--- src/design/pif_pkg.sv ---
// constants and types for the per-port ingress admission filter
package pif_pkg;
    localparam int NUM_PORTS = 10;
    localparam int CPU_PORT = 8;
    localparam int NUM_RATE_PORTS = 8;
    localparam int PORT_W = 4;
    localparam int ADDR_W = 8;
    // indirect addresses: port n link control at 2n, filter control at 2n+1
    localparam logic [ADDR_W-1:0] LINK_CTRL_BASE = 8'h00;
    localparam logic [ADDR_W-1:0] FILT_CTRL_BASE = 8'h01;
    localparam logic [7:0] LINK_CTRL_RST = 8'hc0;
    localparam logic [7:0] FILT_CTRL_RST = 8'h00;
    // link control fields
    localparam int LC_FC_DIS = 0;
    localparam int LC_DUPLEX = 1;
    localparam int LC_SPEED10 = 2;
    localparam int LC_LINK_UP = 3;
    localparam int LC_MUST1 = 4;
    localparam int LC_ASYM = 5;
    localparam int LC_SS_LO = 6;
    localparam int LC_SS_HI = 7;
    // filter control fields
    localparam int FC_UNTAG = 0;
    localparam int FC_TAG = 1;
    localparam int FC_LEARN_DIS = 2;
    localparam int FC_RATE_SEL = 3;
    localparam int FC_SEC_LO = 6;
    localparam int FC_SEC_HI = 7;
    localparam logic [1:0] SEC_OFF = 2'h0;
    localparam logic [1:0] SEC_DISCARD = 2'h1;
    localparam logic [1:0] SEC_COPY_CPU = 2'h2;
    localparam logic [1:0] SEC_CPU_ONLY = 2'h3;
    // rate refresh timing
    localparam int CLK_PERIOD_NS = 20;
    localparam int RATE_FAST_NS = 10000;
    localparam int RATE_SLOW_NS = 1000000;
    localparam int RATE_FAST_CYC = RATE_FAST_NS / CLK_PERIOD_NS;
    localparam int RATE_SLOW_CYC = RATE_SLOW_NS / CLK_PERIOD_NS;
    localparam int RATE_CNT_W = 16;
    typedef enum logic [1:0] {PIF_IDLE, PIF_LOOKUP, PIF_DONE} pif_state_t;
endpackage

--- src/design/pif_rate_tick.sv ---
// refresh tick generator for one reduced-mii port's rate control
`timescale 1ns/100ps
`default_nettype none
module pif_rate_tick #(
    parameter int SLOW_CYC = pif_pkg::RATE_SLOW_CYC
) (
    input wire logic sys_clk_i,
    input wire logic rst_i,
    input wire logic slow_sel_i,
    output logic tick_o
);
    localparam logic [pif_pkg::RATE_CNT_W-1:0] FAST_LAST =
        pif_pkg::RATE_CNT_W'(pif_pkg::RATE_FAST_CYC - 1);
    localparam logic [pif_pkg::RATE_CNT_W-1:0] SLOW_LAST =
        pif_pkg::RATE_CNT_W'(SLOW_CYC - 1);

    logic [pif_pkg::RATE_CNT_W-1:0] cnt;
    logic [pif_pkg::RATE_CNT_W-1:0] next_cnt;
    logic next_tick;
    logic [pif_pkg::RATE_CNT_W-1:0] last;

    always_comb
    begin
        last = slow_sel_i ? SLOW_LAST : FAST_LAST;
        // a select change mid-period takes effect at once; cnt past last wraps
        if (cnt >= last)
        begin
            next_cnt = '0;
            next_tick = 1'b1;
        end
        else
        begin
            next_cnt = cnt + 1'b1;
            next_tick = 1'b0;
        end
    end

    always_ff @(posedge sys_clk_i)
    begin
        if (rst_i)
        begin
            cnt <= '0;
            tick_o <= 1'b0;
        end
        else
        begin
            cnt <= next_cnt;
            tick_o <= next_tick;
        end
    end

    // check helper: cycles since the last tick, and whether the select
    // stayed on the fast rate all that time (a long delay would choke tools)
    localparam logic [pif_pkg::RATE_CNT_W-1:0] FAST_GAP =
        pif_pkg::RATE_CNT_W'(pif_pkg::RATE_FAST_CYC);
    logic [pif_pkg::RATE_CNT_W-1:0] gap;
    logic [pif_pkg::RATE_CNT_W-1:0] next_gap;
    logic fast_run;
    logic next_fast_run;

    always_comb
    begin
        next_gap = gap;
        if (tick_o)
            next_gap = pif_pkg::RATE_CNT_W'(1);
        else if (gap != '1)
            next_gap = gap + 1'b1;
        next_fast_run = !slow_sel_i && (tick_o || fast_run);
    end

    always_ff @(posedge sys_clk_i)
    begin
        if (rst_i)
        begin
            gap <= '0;
            fast_run <= 1'b0;
        end
        else
        begin
            gap <= next_gap;
            fast_run <= next_fast_run;
        end
    end
endmodule
`default_nettype wire

--- src/design/pif_ingress_filter.sv ---
// per-port ingress admission: spanning state, filters, port security, cpu link
`timescale 1ns/100ps
`default_nettype none
module pif_ingress_filter #(
    parameter int RATE_SLOW_CYC = pif_pkg::RATE_SLOW_CYC
) (
    input wire logic sys_clk_i,
    input wire logic rst_i,
    // indirect register access from cpu or i2c master
    input wire logic reg_wr_i,
    input wire logic reg_rd_i,
    input wire logic [pif_pkg::ADDR_W-1:0] reg_addr_i,
    input wire logic [7:0] reg_wdata_i,
    output logic [7:0] reg_rdata_o,
    // cpu port interface configuration
    input wire logic cpu_serial_mii_i,
    output logic cpu_link_up_o,
    output logic cpu_speed_10_o,
    output logic cpu_fc_en_o,
    output logic cpu_pause_tx_en_o,
    output logic cpu_pause_rx_en_o,
    // received frame from a port mac
    input wire logic frm_valid_i,
    input wire logic [pif_pkg::PORT_W-1:0] frm_port_i,
    input wire logic frm_tagged_i,
    input wire logic frm_sa_filt_i,
    input wire logic frm_da_filt_i,
    output logic frm_ready_o,
    // source address lookup
    output logic lk_req_o,
    input wire logic lk_valid_i,
    input wire logic lk_hit_i,
    input wire logic lk_static_i,
    input wire logic lk_addr_bit0_i,
    input wire logic [pif_pkg::PORT_W-1:0] lk_port_i,
    // forwarding decision
    output logic dec_valid_o,
    output logic [pif_pkg::PORT_W-1:0] dec_port_o,
    output logic dec_forward_o,
    output logic dec_to_cpu_o,
    output logic dec_learn_o,
    output logic dec_violation_o,
    // rate control refresh ticks for reduced-mii ports
    output logic [pif_pkg::NUM_RATE_PORTS-1:0] rate_tick_o
);
    // ---------------- register file ----------------
    logic [7:0] link_ctrl [pif_pkg::NUM_PORTS];
    logic [7:0] filt_ctrl [pif_pkg::NUM_PORTS];
    logic [7:0] next_link_ctrl [pif_pkg::NUM_PORTS];
    logic [7:0] next_filt_ctrl [pif_pkg::NUM_PORTS];
    logic [7:0] next_rdata;
    logic [6:0] reg_idx;
    logic reg_hit;

    always_comb
    begin
        reg_idx = reg_addr_i[pif_pkg::ADDR_W-1:1];
        reg_hit = 32'(reg_idx) < pif_pkg::NUM_PORTS;
        next_rdata = reg_rdata_o;
        for (int i = 0; i < pif_pkg::NUM_PORTS; i++)
        begin
            next_link_ctrl[i] = link_ctrl[i];
            next_filt_ctrl[i] = filt_ctrl[i];
        end
        if (reg_wr_i && reg_hit)
        begin
            if (reg_addr_i[0] == pif_pkg::FILT_CTRL_BASE[0])
                next_filt_ctrl[reg_idx[3:0]] = reg_wdata_i;
            else
                next_link_ctrl[reg_idx[3:0]] = reg_wdata_i;
        end
        // unmapped addresses read as zero
        if (reg_rd_i)
        begin
            if (!reg_hit)
                next_rdata = 8'h00;
            else if (reg_addr_i[0] == pif_pkg::FILT_CTRL_BASE[0])
                next_rdata = filt_ctrl[reg_idx[3:0]];
            else
                next_rdata = link_ctrl[reg_idx[3:0]];
        end
    end

    always_ff @(posedge sys_clk_i)
    begin
        if (rst_i)
        begin
            for (int i = 0; i < pif_pkg::NUM_PORTS; i++)
            begin
                link_ctrl[i] <= pif_pkg::LINK_CTRL_RST;
                filt_ctrl[i] <= pif_pkg::FILT_CTRL_RST;
            end
            reg_rdata_o <= 8'h00;
        end
        else
        begin
            for (int i = 0; i < pif_pkg::NUM_PORTS; i++)
            begin
                link_ctrl[i] <= next_link_ctrl[i];
                filt_ctrl[i] <= next_filt_ctrl[i];
            end
            reg_rdata_o <= next_rdata;
        end
    end

    // ---------------- cpu port link configuration ----------------
    // duplex and bit 4 are the configuring party's duty; they are not
    // checked here so a bad write still brings the link up as programmed
    logic [7:0] cpu_lc;
    logic next_link_up;
    logic next_speed_10;
    logic next_fc_en;
    logic next_pause_tx;
    logic next_pause_rx;

    always_comb
    begin
        cpu_lc = link_ctrl[pif_pkg::CPU_PORT];
        // serial-only mode has no mii: link stays down, pause off
        next_link_up = cpu_serial_mii_i && cpu_lc[pif_pkg::LC_LINK_UP];
        next_speed_10 = cpu_lc[pif_pkg::LC_SPEED10];
        next_fc_en = next_link_up && !cpu_lc[pif_pkg::LC_FC_DIS];
        next_pause_tx = next_fc_en && !cpu_lc[pif_pkg::LC_ASYM];
        next_pause_rx = next_fc_en;
    end

    always_ff @(posedge sys_clk_i)
    begin
        if (rst_i)
        begin
            cpu_link_up_o <= 1'b0;
            cpu_speed_10_o <= 1'b0;
            cpu_fc_en_o <= 1'b0;
            cpu_pause_tx_en_o <= 1'b0;
            cpu_pause_rx_en_o <= 1'b0;
        end
        else
        begin
            cpu_link_up_o <= next_link_up;
            cpu_speed_10_o <= next_speed_10;
            cpu_fc_en_o <= next_fc_en;
            cpu_pause_tx_en_o <= next_pause_tx;
            cpu_pause_rx_en_o <= next_pause_rx;
        end
    end

    // ---------------- rate refresh timers ----------------
    for (genvar g = 0; g < pif_pkg::NUM_RATE_PORTS; g++)
    begin : g_rate
        pif_rate_tick #(
            .SLOW_CYC(RATE_SLOW_CYC)
        ) u_tick (
            .sys_clk_i(sys_clk_i),
            .rst_i(rst_i),
            .slow_sel_i(filt_ctrl[g][pif_pkg::FC_RATE_SEL]),
            .tick_o(rate_tick_o[g])
        );
    end

    // ---------------- admission state machine ----------------
    pif_pkg::pif_state_t state;
    pif_pkg::pif_state_t next_state;
    logic [pif_pkg::PORT_W-1:0] f_port;
    logic f_tagged;
    logic f_sa_filt;
    logic f_da_filt;
    logic [pif_pkg::PORT_W-1:0] next_f_port;
    logic next_f_tagged;
    logic next_f_sa_filt;
    logic next_f_da_filt;
    logic next_lk_req;
    logic next_ready;
    logic next_dvalid;
    logic next_fwd;
    logic next_cpu;
    logic next_learn;
    logic next_viol;
    logic [1:0] ss;
    logic [1:0] sec;
    logic learn_dis;
    logic other_port;
    logic addr_viol;
    logic filt_viol;

    always_comb
    begin
        // config is read at decision time, so a frame sees the latest write
        ss = link_ctrl[f_port][pif_pkg::LC_SS_HI:pif_pkg::LC_SS_LO];
        sec = filt_ctrl[f_port][pif_pkg::FC_SEC_HI:pif_pkg::FC_SEC_LO];
        learn_dis = filt_ctrl[f_port][pif_pkg::FC_LEARN_DIS];
        other_port = lk_port_i != f_port;
        addr_viol = (lk_hit_i && lk_static_i && lk_addr_bit0_i && other_port)
            || (learn_dis && (!lk_hit_i || other_port));
        filt_viol = (filt_ctrl[f_port][pif_pkg::FC_UNTAG] && !f_tagged)
            || (filt_ctrl[f_port][pif_pkg::FC_TAG] && f_tagged)
            || f_sa_filt || f_da_filt;
        next_state = state;
        next_f_port = f_port;
        next_f_tagged = f_tagged;
        next_f_sa_filt = f_sa_filt;
        next_f_da_filt = f_da_filt;
        next_lk_req = 1'b0;
        next_dvalid = 1'b0;
        next_fwd = dec_forward_o;
        next_cpu = dec_to_cpu_o;
        next_learn = dec_learn_o;
        next_viol = dec_violation_o;
        unique case (state)
            pif_pkg::PIF_IDLE:
            begin
                if (frm_valid_i)
                begin
                    next_f_port = frm_port_i;
                    next_f_tagged = frm_tagged_i;
                    next_f_sa_filt = frm_sa_filt_i;
                    next_f_da_filt = frm_da_filt_i;
                    next_lk_req = 1'b1;
                    next_state = pif_pkg::PIF_LOOKUP;
                end
            end
            pif_pkg::PIF_LOOKUP:
            begin
                if (lk_valid_i)
                begin
                    next_dvalid = 1'b1;
                    next_learn = ss[1] && !learn_dis;
                    next_viol = (sec != pif_pkg::SEC_OFF) && (addr_viol || filt_viol);
                    next_fwd = 1'b0;
                    next_cpu = 1'b0;
                    if (!ss[0] || !ss[1])
                    begin
                        next_fwd = 1'b0;
                    end
                    else if (filt_viol)
                    begin
                        // with security off, filtered frames are simply discarded
                        next_cpu = sec[1];
                    end
                    else if (addr_viol && sec != pif_pkg::SEC_OFF)
                    begin
                        next_fwd = sec == pif_pkg::SEC_COPY_CPU;
                        next_cpu = sec[1];
                    end
                    else
                    begin
                        next_fwd = 1'b1;
                    end
                    next_state = pif_pkg::PIF_DONE;
                end
            end
            pif_pkg::PIF_DONE:
            begin
                next_state = pif_pkg::PIF_IDLE;
            end
        endcase
        next_ready = next_state == pif_pkg::PIF_IDLE;
    end

    always_ff @(posedge sys_clk_i)
    begin
        if (rst_i)
        begin
            state <= pif_pkg::PIF_IDLE;
            f_port <= '0;
            f_tagged <= 1'b0;
            f_sa_filt <= 1'b0;
            f_da_filt <= 1'b0;
            frm_ready_o <= 1'b1;
            lk_req_o <= 1'b0;
            dec_valid_o <= 1'b0;
            dec_port_o <= '0;
            dec_forward_o <= 1'b0;
            dec_to_cpu_o <= 1'b0;
            dec_learn_o <= 1'b0;
            dec_violation_o <= 1'b0;
        end
        else
        begin
            state <= next_state;
            f_port <= next_f_port;
            f_tagged <= next_f_tagged;
            f_sa_filt <= next_f_sa_filt;
            f_da_filt <= next_f_da_filt;
            frm_ready_o <= next_ready;
            lk_req_o <= next_lk_req;
            dec_valid_o <= next_dvalid;
            dec_port_o <= f_port;
            dec_forward_o <= next_fwd;
            dec_to_cpu_o <= next_cpu;
            dec_learn_o <= next_learn;
            dec_violation_o <= next_viol;
        end
    end
endmodule
`default_nettype wire

--- config.mk ---
export PLATFORM = sky130hd
export DESIGN_NAME = pif_ingress_filter
export DESIGN_NICKNAME = d
export VERILOG_FILES = /design/src/design/pif_pkg.sv /design/src/design/pif_rate_tick.sv /design/src/design/pif_ingress_filter.sv
export SDC_FILE = /design/constraint.sdc
export NUM_CORES = 1
export LEC_CHECK = 0
export ABC_AREA = 1
export BUFFER_PORTS_ARGS = -buffer_cell sky130_fd_sc_hd__buf_4
export CORE_MARGIN = 2
export CORE_UTILIZATION = 55
export CTS_BUF_LIST = sky130_fd_sc_hd__clkbuf_2 sky130_fd_sc_hd__clkbuf_4 sky130_fd_sc_hd__clkbuf_8
export DETAILED_ROUTE_END_ITERATION = 8
export HOLD_SLACK_MARGIN = 0.03
export PLACE_DENSITY = 0.76
export SYNTH_ARGS = -nofsm -noshare
export SYNTH_HDL_FRONTEND = slang
export SYNTH_SLANG_ARGS = --single-unit
--- constraint.sdc ---
create_clock -name sys_clk_i -period 2 [get_ports sys_clk_i]
set_input_delay 0.3 -clock sys_clk_i [delete_from_list [all_inputs] [get_ports sys_clk_i]]
set_output_delay 0.3 -clock sys_clk_i [all_outputs]
set_load 0.03 [all_outputs]
==> flow_summary_export.csv, run 1 <==
group,metric,value,unit
power,seq_power_share,47.8,%
power,internal_power,10.62,mW
clock_tree,path_clk_slew,70,ps
synthesis,ys_async_sr_fraction,0,%
power,power,14.25,mW
floorplanning,die_h,174.5,µm
detailed_routing,ant_nets,0,
global_routing,met2_usage,44.97,%
synthesis,syn_avg_cell_area,7.500,µm²
sta,setup_violations,0,
worst_setup_path,crit_chain,"ha_1 > nand3_1 > nor2_2 > nand3_1 > nor2_1 > nand3_1 > nor3b_1 > xnor2_1 > nor2_1",
power,net-switching-power,3.637,mW
global_routing,grt_max_degree,54,
worst_setup_path,cpPeakStageDelay,350,ps
placement,portBuffers,68,
min_path,hp-class,"input port to flop",
sta,finalMaxSlewViolations,0,
synthesis,synthCells,2131,
global_routing,grt_pass1_wl,65700,µm
global_routing,grt_use_met1,32.93,%
sta,grt_setup_unrepaired,"yes",
detailed_routing,vias,14360,
synthesis,synth.distinct_cells,51,
clock_tree,cts_sinks,332,
clock_tree,htree_levels,2,
global_routing,overflow,0,
floorplanning,die_w,174.5,µm
clock_tree,cts_setup_buffers,0,
worst_setup_path,crit_top_cell,"nand3_1",
synthesis,synth-seq-area-share,41.59,%
global_routing,grt_usage,25.92,%
detailed_routing,wl_per_cell,15.05,µm
floorplanning,num_io_pins,69,
worst_setup_path,cp_num_cells,9,
detailed_routing,routed_wl,39630,µm
placement,place_ws,-12.16,ps
clock_tree,numCtsBuffers,54,
sta,relSlewSlack,58.99,%
global_routing,use_met3,3.893,%
sta,min_period,1887,ps
sta,worst_pin_slew,615.2,ps
sta,finalCritPeriodShare,94.33,%
power,p_clk_share,42.2,%
power,p_leak,7.424,nW
worst_setup_path,arrival,2360,ps
power,ir_drop,0.5833,mV
worst_setup_path,path_delay_family,"simple AND/OR/NAND/NOR gates",
layout,diodes,0,
placement,place.gp.congestion,0.9332,
worst_setup_path,slowest_stage,"dfxtp_1",
floorplanning,rows,62,
synthesis,synth.ff_latch_count,332,
placement,dp_hpwl,27320,µm
sta,hold_viol,0,
worst_setup_path,reg2reg_depth,9,
floorplanning,coreArea,28630,µm²
layout,layout.nets,2327,
synthesis,synth-edff-count,0,
worst_setup_path,crit_fanout,3,
min_path,hold_depth,4,
run,cap_violations,0,
run_status,status,"finished clean",
layout,area_growth,13.69,%
floorplanning,initial_utilization,55.83,%
worst_setup_path,end_kind,"flop",
clock_tree,cts_max_path_buffers,3,
global_routing,antenna_found_initial,0,
floorplanning,die_area,30440,µm²
clock_tree,cts_tree,"done",
global_routing,grt_pass1_vias,13800,
synthesis,synth_flop_cell,"dfxtp_1",
detailed_routing,first_pass_iters,7,
detailed_routing,via_per_inst,5.453,
detailed_routing,drc_errors,0,
synthesis,ys_warn_count,0,
synthesis,syn_area,15980,µm²
worst_setup_path,cp.buffers_inverters,0,
detailed_routing,drtIter0Drc,927,
synthesis,syn_nets,2242,
worst_setup_path,required,2470,ps
global_routing,grt_busiest_layer,"met2",
power,pwr_density_cell,784.6,nW/µm²
worst_setup_path,crit_type,"flop to flop",
sta,fmax,530.1,MHz
power,p_comb_share,9.9,%
sta,tns,0,ps
sta,layout_setup_ws,113.4,ps
power,swShare,25.51,%
layout,drive_gt1_share,12.54,%
clock_tree,ctsRootBufferMaster,"clkbuf_8",
sta,finClkSkew,21.05,ps
clock_tree,clk_latency,600,ps
worst_setup_path,start_kind,"flop",
## routing by layer
metal	part of all wire (%)	routed length [µm]	vias to the layer above
li1	-	-	7205
met1	43	16910	6657
met2	49	19280	412
met3	6.2	2447	85
met4	2.5	992	0
met5	0	0	-
## cells in the final DEF (no fill, tap or decap), types with 7 or more instances in the layout
cell type	netlist	final
nor3_1	31	27
or2_2	7	7
inv_1	198	192
o22ai_1	18	18
nor3b_1	18	17
o21ai_0	154	154
nor3_4	8	8
nand3_1	145	145
a22oi_1	8	8
clkbuf_4	0	20
o2111ai_1	10	10
nand2_1	357	357
o21ai_1	8	8
nor2_1	272	265
xnor2_1	25	25
inv_2	6	12
clkbuf_8	0	65
o211ai_1	12	12
dfxtp_1	332	325
nor2_2	1	8
buf_4	12	115
nand4_1	22	22
ha_1	74	74
a21oi_1	205	205
dlygate4sd3_1	0	11
xor2_1	52	52
## metrics by stage
step / cell area (µm²) / cells / utilization (%) / hold WS (ps)
2_1_floorplan: 15980 / 2131 / - / 411.9
3_3_place_gp: 16910 / 2533 / 59.07 / 427.2
3_5_place_dp: 16910 / 2533 / 59.07 / 435.5
4_1_cts: 18120 / 2633 / 63.30 / 89.74
5_1_grt: 18170 / 2633 / 63.47 / 109.2
6_report: 18170 / 2633 / 63.47 / 112.5
## worst paths after layout
check                                     startpoint  slack [ps]                                  end
setup / recovery  g_rate[5].u_tick.cnt[0]$_SDFF_PP0_         110  g_rate[5].u_tick.cnt[14]$_SDFF_PP0_
setup reg to reg  g_rate[5].u_tick.cnt[0]$_SDFF_PP0_         110  g_rate[5].u_tick.cnt[14]$_SDFF_PP0_
hold reg to reg         filt_ctrl[1][4]$_SDFFE_PP0P_         450         filt_ctrl[1][4]$_SDFFE_PP0P_
hold / removal                         reg_addr_i[3]         110         filt_ctrl[9][1]$_SDFFE_PP0P_
## flip-flops by register name, summed over array words and instances (netlist names), 2 cells and up, named ones only
register / flops
reg_rdata_o: 8
state: 2
link_ctrl: 80
filt_ctrl: 80
g_rate.u_tick.tick_o: 8
dec_port_o: 4
f_port: 4
g_rate.u_tick.cnt: 128
## tightest hold or removal path, stage by stage
cell     delay (ps)
buf_4           140
nor3_4           80
nand3_1          80
a21oi_1          60
## cell families (layout without fill, tap and decap cells)
logic type | after synthesis | count (layout) | synth area share (%)
mux | 1 | 1 | 0.06263
simple gates | 893 | 893 | 25.07
compound gates | 442 | 442 | 15.05
flops | 332 | 332 | 41.59
fa+ha+maj | 74 | 74 | 5.793
buf+inv | 312 | 430 | 8.220
xor+xnor | 77 | 77 | 4.220
## power groups by stage
stage                     clock network (mW)  logic, mW  registers, mW
final                                   6.02       1.42           6.82
after global routing                    6.43       1.54           6.83
after CTS                               6.15       1.39           6.82
after detailed placement                   0       1.37           6.96
after global placement                     0       1.34           6.96
after floorplan                            0      0.864           6.99
## area by class of cell
type	count	area, µm²
Clock buffer	85	1045
Inverter	210	794.5
Timing Repair Buffer	131	1074
Multi-Input combinational cell	1487	8064
Clock inverter	4	53.80
Fill cell	2536	10460
Sequential cell	332	6658
Tap cell	384	480.5
## synth_stat cells, types with 5 or more instances
cell	instances	area (µm²)
a21oi_1	205	1026
a22oi_1	8	60.06
buf_2	23	115.1
buf_4	12	90.09
buf_6	7	78.83
clkbuf_1	58	217.7
dfxtp_1	332	6646
ha_1	74	925.9
inv_1	198	743.2
inv_2	6	22.52
nand2_1	357	1340
nand2_2	5	31.28
nand3_1	145	725.7
nand3_4	6	105.1
nand4_1	22	137.6
nor2_1	272	1021
nor3_1	31	155.2
nor3_4	8	130.1
nor3b_1	18	135.1
nor4_1	5	31.28
o2111ai_1	10	87.58
o211ai_1	12	90.09
o21ai_0	154	770.7
o21ai_1	8	40.04
o21bai_1	5	37.54
o221ai_1	6	52.55
o22ai_1	18	112.6
or2_2	7	43.79
xnor2_1	25	219.0
xor2_1	52	455.4
## timing repair
item / in CTS / in global routing
hold buffers: 11 / 0
hold endpoints to repair: 22 / 0
setup endpoints to repair: 3 / 65
resized for setup: 1 / 24
Note: power is estimated with default switching activity, not from simulation.
==> inputs of run 2 (changes only) <==
Settings changed: ABC_AREA 1 to unset.
==> run 2 against run 1 <==
  * Highest routed layer unchanged
  * Clock power up 2%
  * Combinational power up 11%
  * Sequential cell count unchanged
  * Die area down 1.3%
  * Largest cell class unchanged
  * Maximum frequency down 5.9%
  * Register-to-register slack worse by 120 ps
  * Core utilization up 3.7 points
  * Setup slack worse by 120 ps
  * The run now ends with negative setup slack left
  * Largest power group unchanged
  * Cell count down 14%
  * Synthesized area down 1.3%
  * Global-route usage down 0.58 points
==> flow_summary_export.csv, run 2 <==
group,metric,value,unit
worst_setup_path,reg2reg_slack,-6,ps
sta,finClkSkew,21.20,ps
global_routing,grt_usage,25.35,%
global_routing,overflow,0,
placement,dp_hpwl,26570,µm
synthesis,synth_common_cells,"dfxtp_1 (332), nor2_1 (234), nand2_1 (141)",
worst_setup_path,cp_num_cells,5,
sta,worst_pin_slew,771.5,ps
synthesis,ys_async_sr_fraction,0,%
clock_tree,cts_max_path_buffers,3,
min_path,hold_depth,3,
clock_tree,ctsRootBufferMaster,"clkbuf_8",
layout,layoutNonFillerInstCount,2266,
sta,hold_viol,0,
sta,setup_violations,1,
synthesis,synth.ff_latch_count,332,
layout,final_common_cell,"dfxtp_1",
clock_tree,cts_sinks,332,
worst_setup_path,arrival,2470,ps
worst_setup_path,required,2460,ps
power,ir_drop,0.4918,mV
synthesis,synth.distinct_cells,55,
global_routing,antenna_found_initial,0,
clock_tree,path_clk_slew,60,ps
detailed_routing,ant_nets,0,
layout,largest_reg_flops,128,
sta,grt_setup_unrepaired,"yes",
worst_setup_path,crit_chain,"mux4_2 > mux2_4 > a311o_1 > a211oi_2 > o21ai_1",
detailed_routing,first_pass_iters,7,
floorplanning,num_io_pins,69,
worst_setup_path,reg2reg_depth,5,
sta,finalMaxSlewViolations,0,
synthesis,synth_area_leaders,"dfxtp_1 (42%), mux4_2 (7.3%), ha_1 (5.9%), nor2_1 (5.6%), mux2i_1 (5.5%)",
synthesis,synthCells,1691,
synthesis,synth_top_area_cell,"dfxtp_1",
synthesis,syn_area,15770,µm²
synthesis,synth-seq-area-share,42.16,%
layout,largest-register,"g_rate.u_tick.cnt",
layout,layout.nets,1958,
floorplanning,initial_utilization,56.29,%
floorplanning,rows,61,
global_routing,grt_max_degree,152,
synthesis,syn_avg_cell_area,9.324,µm²
sta,layout_setup_ws,-5.830,ps
worst_setup_path,r2r-end,"dec_violation_o$_SDFFE_PP0P_",
synthesis,syn_nets,1802,
layout,final_cell_mix,"dfxtp_1 (325), nor2_1 (231), buf_4 (177), nand2_1 (141), nand3_1 (135)",
layout,top_regs,"g_rate.u_tick.cnt: 128 flops, filt_ctrl: 80 flops, link_ctrl: 80 flops",
global_routing,grt_pass1_wl,63410,µm
run_status,violations,"negative setup slack",
worst_setup_path,cpPeakStageDelay,500,ps
clock_tree,clk_latency,590,ps
worst_setup_path,endpoint,"dec_violation_o$_SDFFE_PP0P_",
detailed_routing,vias,13010,
worst_setup_path,end_kind,"flop",
floorplanning,die_w,173.3,µm
detailed_routing,drtIter0Drc,841,
sta,fmax,498.5,MHz
detailed_routing,routed_wl,38750,µm
power,p_leak,7.692,nW
placement,place.gp.congestion,0.8451,
sta,finalCritPeriodShare,100.3,%
min_path,hp-class,"input port to flop",
detailed_routing,drc_errors,0,
floorplanning,die_h,173.3,µm
power,pwr_density_cell,779.6,nW/µm²
sta,min_period,2006,ps
layout,fin_area,18820,µm²
floorplanning,die_area,30040,µm²
synthesis,yosysTopAreaCellShare,42.16,%
placement,portBuffers,68,
worst_setup_path,crit_fanout,4,
synthesis,ys_warn_count,0,
synthesis,synth_flop_cell,"dfxtp_1",
layout,area_growth,19.38,%
run,cap_violations,0,
clock_tree,numCtsBuffers,54,
detailed_routing,wl_per_cell,17.10,µm
synthesis,yosysMostFrequentCell,"dfxtp_1",
sta,relSlewSlack,48.57,%
clock_tree,cts_setup_buffers,0,
run_status,status,"complete, but fails checks",
clock_tree,cts_tree,"done",
synthesis,synth-edff-count,0,
worst_setup_path,slowest_stage,"mux4_2",
detailed_routing,via_per_inst,5.743,
placement,place_inst,2156,
layout,drive_gt1_share,21.35,%
worst_setup_path,crit_type,"flop to flop",
floorplanning,coreArea,28010,µm²
worst_setup_path,start_kind,"flop",
layout,diodes,0,
global_routing,grt_pass1_vias,12830,
clock_tree,htree_levels,2,
worst_setup_path,path_delay_family,"multiplexers",
worst_setup_path,cp.buffers_inverters,0,
placement,postPlaceCellArea,17450,µm²
[run 2: changes by cell type after synthesis, moves of 51 or more]
cell / before / now
a21oi_1: 205 / 110
nand2_1: 357 / 141
mux2i_1: 1 / 87
inv_1: 198 / 35
mux4_2: 0 / 51
o21ai_0: 154 / 30
[run 2: final cells by class]
class / count / area, µm²
inverters: 36 / 136.4
repair buffers: 204 / 1718
multi-input cells: 1219 / 8693
well taps: 378 / 473.0
fillers: 2148 / 9189
clock buffers: 86 / 1059
clock inverters: 11 / 82.58
flip-flops and latches: 332 / 6660
[run 2: metrics by stage]
stage | setup slack, ps | utilization [%] | hold WS (ps) | setup TNS, ps | power, mW
2_1_floorplan | -327.1 | - | 409.7 | -18550 | 7.995
3_3_place_gp | -299.7 | 62.31 | 421.8 | -31860 | 8.530
3_5_place_dp | -349.7 | 62.31 | 431.3 | -37190 | 8.573
4_1_cts | 5.492 | 66.89 | 79.24 | 0 | 14.73
5_1_grt | -20.94 | 67.20 | 92.69 | -20.94 | 15.22
6_report | -5.830 | 67.20 | 108.0 | -5.830 | 14.67
[run 2: per-layer routing]
layer,share of wire (%),vias up,global-route usage [%]
met3,6.7,98,4.518
met5,0,-,0
met2,47,416,42.52
met1,43,6220,32.76
li1,-,6279,-
met4,3.1,0,9.393
[run 2: timing repair]
action | CTS | global route
endpoints found under the hold margin | 19 | 0
pin swaps | 2 | 4
setup endpoints to repair | 9 | 111
gates cloned | 0 | 2
hold buffers | 11 | 0
resized for setup | 9 | 33
[run 2: report_power, final]
group          internal [mW]  switching (mW)  total, mW  leakage, nW
registers               6.79           0.163       6.95         2.69
clock network           3.47            2.68       6.15        0.616
logic                  0.689           0.885       1.57         4.39
total                   10.9            3.72       14.7         7.69
[run 2: how the worst min path moves through the flow]
stage                                       start                                  to  slack [ps]
4_1_cts                            reg_wdata_i[7]        filt_ctrl[7][7]$_SDFFE_PP0P_          80
6_report                           reg_wdata_i[6]        filt_ctrl[5][6]$_SDFFE_PP0P_         110
5_1_grt                            reg_wdata_i[7]        filt_ctrl[7][7]$_SDFFE_PP0P_          90
2_1_floorplan                          lk_valid_i            dec_learn_o$_SDFFE_PP0P_         410
3_3_place_gp   g_rate[4].u_tick.cnt[0]$_SDFF_PP0_  g_rate[4].u_tick.cnt[0]$_SDFF_PP0_         420
3_5_place_dp   g_rate[7].u_tick.cnt[0]$_SDFF_PP0_  g_rate[7].u_tick.cnt[0]$_SDFF_PP0_         430
[run 2: worst min-delay path, stage by stage]
cell and delay, ps:
buf_4 210, nand2_1 90, a21oi_1 50
[run 2: logic make-up after synthesis]
logic type | Yosys count | synth area share [%]
adder cells (fa/ha/maj) | 74 | 5.873
XOR/XNOR | 116 | 6.444
multiplexers | 144 | 13.24
buffers and inverters | 140 | 3.650
AO/OA/AOI/OAI | 232 | 9.158
flip-flops | 332 | 42.16
AND/OR/NAND/NOR | 653 | 19.48
==> inputs of run 3 (changes only) <==
Settings changed: SYNTH_HIERARCHICAL set to 1.
==> run 3 against run 2 <==
  * The flow still finishes with violations (negative setup slack)
  * Final area rose by 4.1%
  * Clock power rose by 8.3%
  * Highest routed layer unchanged
  * Largest cell class unchanged
  * Register-to-register slack barely moved
  * Count of clock-buffer cells in the layout did not move
  * Global-route usage fell by 0.12 points
  * Via count rose by 3.3%
  * Core utilization rose by 0.69 points
  * Maximum frequency fell by 0.32%
  * Sequential cell count did not move
  * Sequential power fell by 0.7%
  * Clock skew rose by 3.1 ps
==> flow_summary_export.csv, run 3 <==
group,metric,value,unit
detailed_routing,ant_nets,0,
synthesis,synth_flop_cell,"dfxtp_1",
detailed_routing,first_pass_iters,6,
min_path,hp-class,"input port to flop",
placement,place_inst,2147,
run_status,status,"complete, but fails checks",
placement,dp_hpwl,26430,µm
floorplanning,die_w,175.8,µm
synthesis,synth.distinct_cells,62,
synthesis,synthMuxAreaShare,14.32,%
layout,largest-register,"g_rate.u_tick/cnt",
sta,min_period,2012,ps
synthesis,synth_top_area_cell,"dfxtp_1",
layout,fill_cells,2234,
layout,layout.nets,1959,
layout,area_growth,20.70,%
global_routing,grt_usage,25.22,%
layout,drive_gt1_share,23.11,%
power,pwr_density_cell,757.7,nW/µm²
sta,tns,-65.14,ps
synthesis,syn_avg_cell_area,9.742,µm²
synthesis,yosysTopAreaCellShare,40.95,%
floorplanning,num_io_pins,69,
power,ir_drop,0.6812,mV
worst_setup_path,required,2460,ps
layout,multi_input_area,9145,µm²
layout,top_regs,"g_rate.u_tick/cnt: 128 flops, filt_ctrl: 80 flops, link_ctrl: 80 flops",
layout,regArea,6655,µm²
sta,finalCritPeriodShare,100.6,%
synthesis,synth-seq-area-share,40.95,%
sta,setup_violations,8,
detailed_routing,drtIter0Drc,1151,
worst_setup_path,slowest_stage,"or4_4",
synthesis,ys_async_sr_fraction,0,%
synthesis,syn_nets,1777,
synthesis,synth_xor_area_share,6.152,%
worst_setup_path,crit_type,"flop to flop",
clock_tree,numCtsBuffers,54,
worst_setup_path,path_delay_family,"simple AND/OR/NAND/NOR gates",
worst_setup_path,start_kind,"flop",
placement,postPlaceCellArea,17760,µm²
sta,worst_pin_slew,691.2,ps
sta,hold_viol,0,
global_routing,grt_pass1_vias,13200,
run_status,violations,"negative setup slack",
synthesis,synthAdderAreaFrac,5.705,%
sta,relSlewSlack,53.75,%
clock_tree,path_clk_slew,70,ps
layout,diodes,0,
layout,final_cell_mix,"dfxtp_1 (327), buf_4 (191), nor3_1 (144), nor2_1 (130), mux2i_1 (104)",
placement,portBuffers,68,
run,cap_violations,0,
sta,finClkSkew,24.33,ps
worst_setup_path,cp_num_cells,7,
power,power,14.84,mW
synthesis,synth_area_leaders,"dfxtp_1 (41%), mux4_2 (7.5%), mux2i_1 (6.4%), ha_1 (5.7%), xnor2_1 (5.6%)",
floorplanning,die_area,30900,µm²
synthesis,synth-simple-area-share,21.22,%
global_routing,antenna_found_initial,0,
floorplanning,coreArea,28860,µm²
synthesis,synthCells,1666,
worst_setup_path,end_kind,"flop",
sta,holdWs,66.32,ps
synthesis,synth.ff_latch_count,332,
detailed_routing,routed_wl,39900,µm
global_routing,grt_max_degree,132,
layout,fin_area,19590,µm²
detailed_routing,wl_per_cell,17.54,µm
floorplanning,die_h,175.8,µm
layout,final_common_cell,"dfxtp_1",
worst_setup_path,cp.buffers_inverters,2,
sta,layout_setup_ws,-12.35,ps
placement,place_ws,-248.3,ps
clock_tree,cts_sinks,332,
clock_tree,htree_levels,2,
detailed_routing,via_per_inst,5.906,
sta,finalMaxSlewViolations,0,
layout,largest_reg_flops,128,
floorplanning,rows,62,
synthesis,yosysMostFrequentCell,"dfxtp_1",
power,p_leak,7.271,nW
synthesis,synth_compound_area_share,7.747,%
synthesis,syn_area,16230,µm²
floorplanning,initial_utilization,56.24,%
worst_setup_path,crit_chain,"inv_4 > ha_4 > nand4_1 > or4_4 > o211ai_4 > clkbuf_16 > nor3_1",
clock_tree,cts_tree,"done",
synthesis,synth_common_cells,"dfxtp_1 (332), nor3_1 (144), nor2_1 (130)",
sta,fmax,496.9,MHz
worst_setup_path,reg2reg_depth,7,
synthesis,synth-edff-count,0,
detailed_routing,vias,13440,
synthesis,synth_top_family_by_area,"simple AND/OR/NAND/NOR gates",
clock_tree,cts_max_path_buffers,3,
layout,layoutNonFillerInstCount,2275,
min_path,hold_depth,3,
placement,place.gp.congestion,0.8684,
worst_setup_path,cpPeakStageDelay,600,ps
worst_setup_path,arrival,2470,ps
clock_tree,clk_latency,610,ps
global_routing,grt_pass1_wl,64690,µm
detailed_routing,drc_errors,0,
clock_tree,ctsRootBufferMaster,"clkbuf_8",
global_routing,overflow,0,
layout,final_core_util,67.88,%
synthesis,ys_warn_count,6,
worst_setup_path,crit_fanout,8,
sta,grt_setup_unrepaired,"yes",
-- run 3: cell count changes after synthesis, sizes merged, moves of 27 or more --
cell,before,now
nor4,5,32
nor2,234,136
nand3,139,99
a21oi,110,77
clkbuf,81,52
nand2,141,98
nor3,13,156
xor2,60,11
xnor2,56,103
-- run 3: repair_timing --
item | 4_1_cts | 5_1_grt
resized for setup | 7 | 42
endpoints found under the hold margin | 17 | 0
buffers inserted | 13 | 2
gates cloned | 0 | 3
pin swaps | 7 | 13
hold buffers | 11 | 0
setup endpoints to repair | 105 | 113
-- run 3: tightest hold or removal path, delay by kind of cell --
kind            cells  cell delay [ps]
compound gates      1               60
buf+inv             1              180
simple gates        1               90
-- run 3: final cells by class --
cell class / count / share of cell area [%]
clock buffer: 86 / 5.595
clock inverter: 13 / 0.8239
inverter: 35 / 0.6962
multi-input combinational: 1201 / 46.68
sequential: 332 / 33.97
tap: 384 / 2.453
timing repair buffer: 224 / 9.778
-- run 3: worst paths after layout --
kind	startpoint	slack, ps	to
hold reg to reg	dec_violation_o$_SDFFE_PP0P_	460	dec_violation_o$_SDFFE_PP0P_
hold / removal	reg_wdata_i[0]	70	filt_ctrl[1][0]$_SDFFE_PP0P_
setup reg to reg	filt_ctrl[0][3]$_SDFFE_PP0P_	-10	g_rate[0].u_tick/cnt[10]$_SDFF_PP0_
setup / recovery	filt_ctrl[0][3]$_SDFFE_PP0P_	-10	g_rate[0].u_tick/cnt[10]$_SDFF_PP0_
-- run 3: logic make-up after synthesis --
kind of cell / Yosys count
fa+ha+maj: 74
buf+inv: 133
mux: 164
flops: 332
xor+xnor: 114
simple gates: 667
compound gates: 182
-- run 3: report_power, final --
group	leakage, nW	total (mW)	switching, mW	internal, mW
Sequential	2.69	6.90	0.136	6.77
Clock	0.664	6.66	2.78	3.88
Combinational	3.92	1.28	0.734	0.545
Total	7.27	14.8	3.65	11.2
-- run 3: layer usage --
layer | wire length, µm | track usage (%) | vias up
met5 | 0 | 0 | -
met4 | 786 | 6.921 | 0
met3 | 2739 | 5.346 | 71
met2 | 19350 | 42.29 | 419
met1 | 17020 | 33.07 | 6504
li1 | - | - | 6442
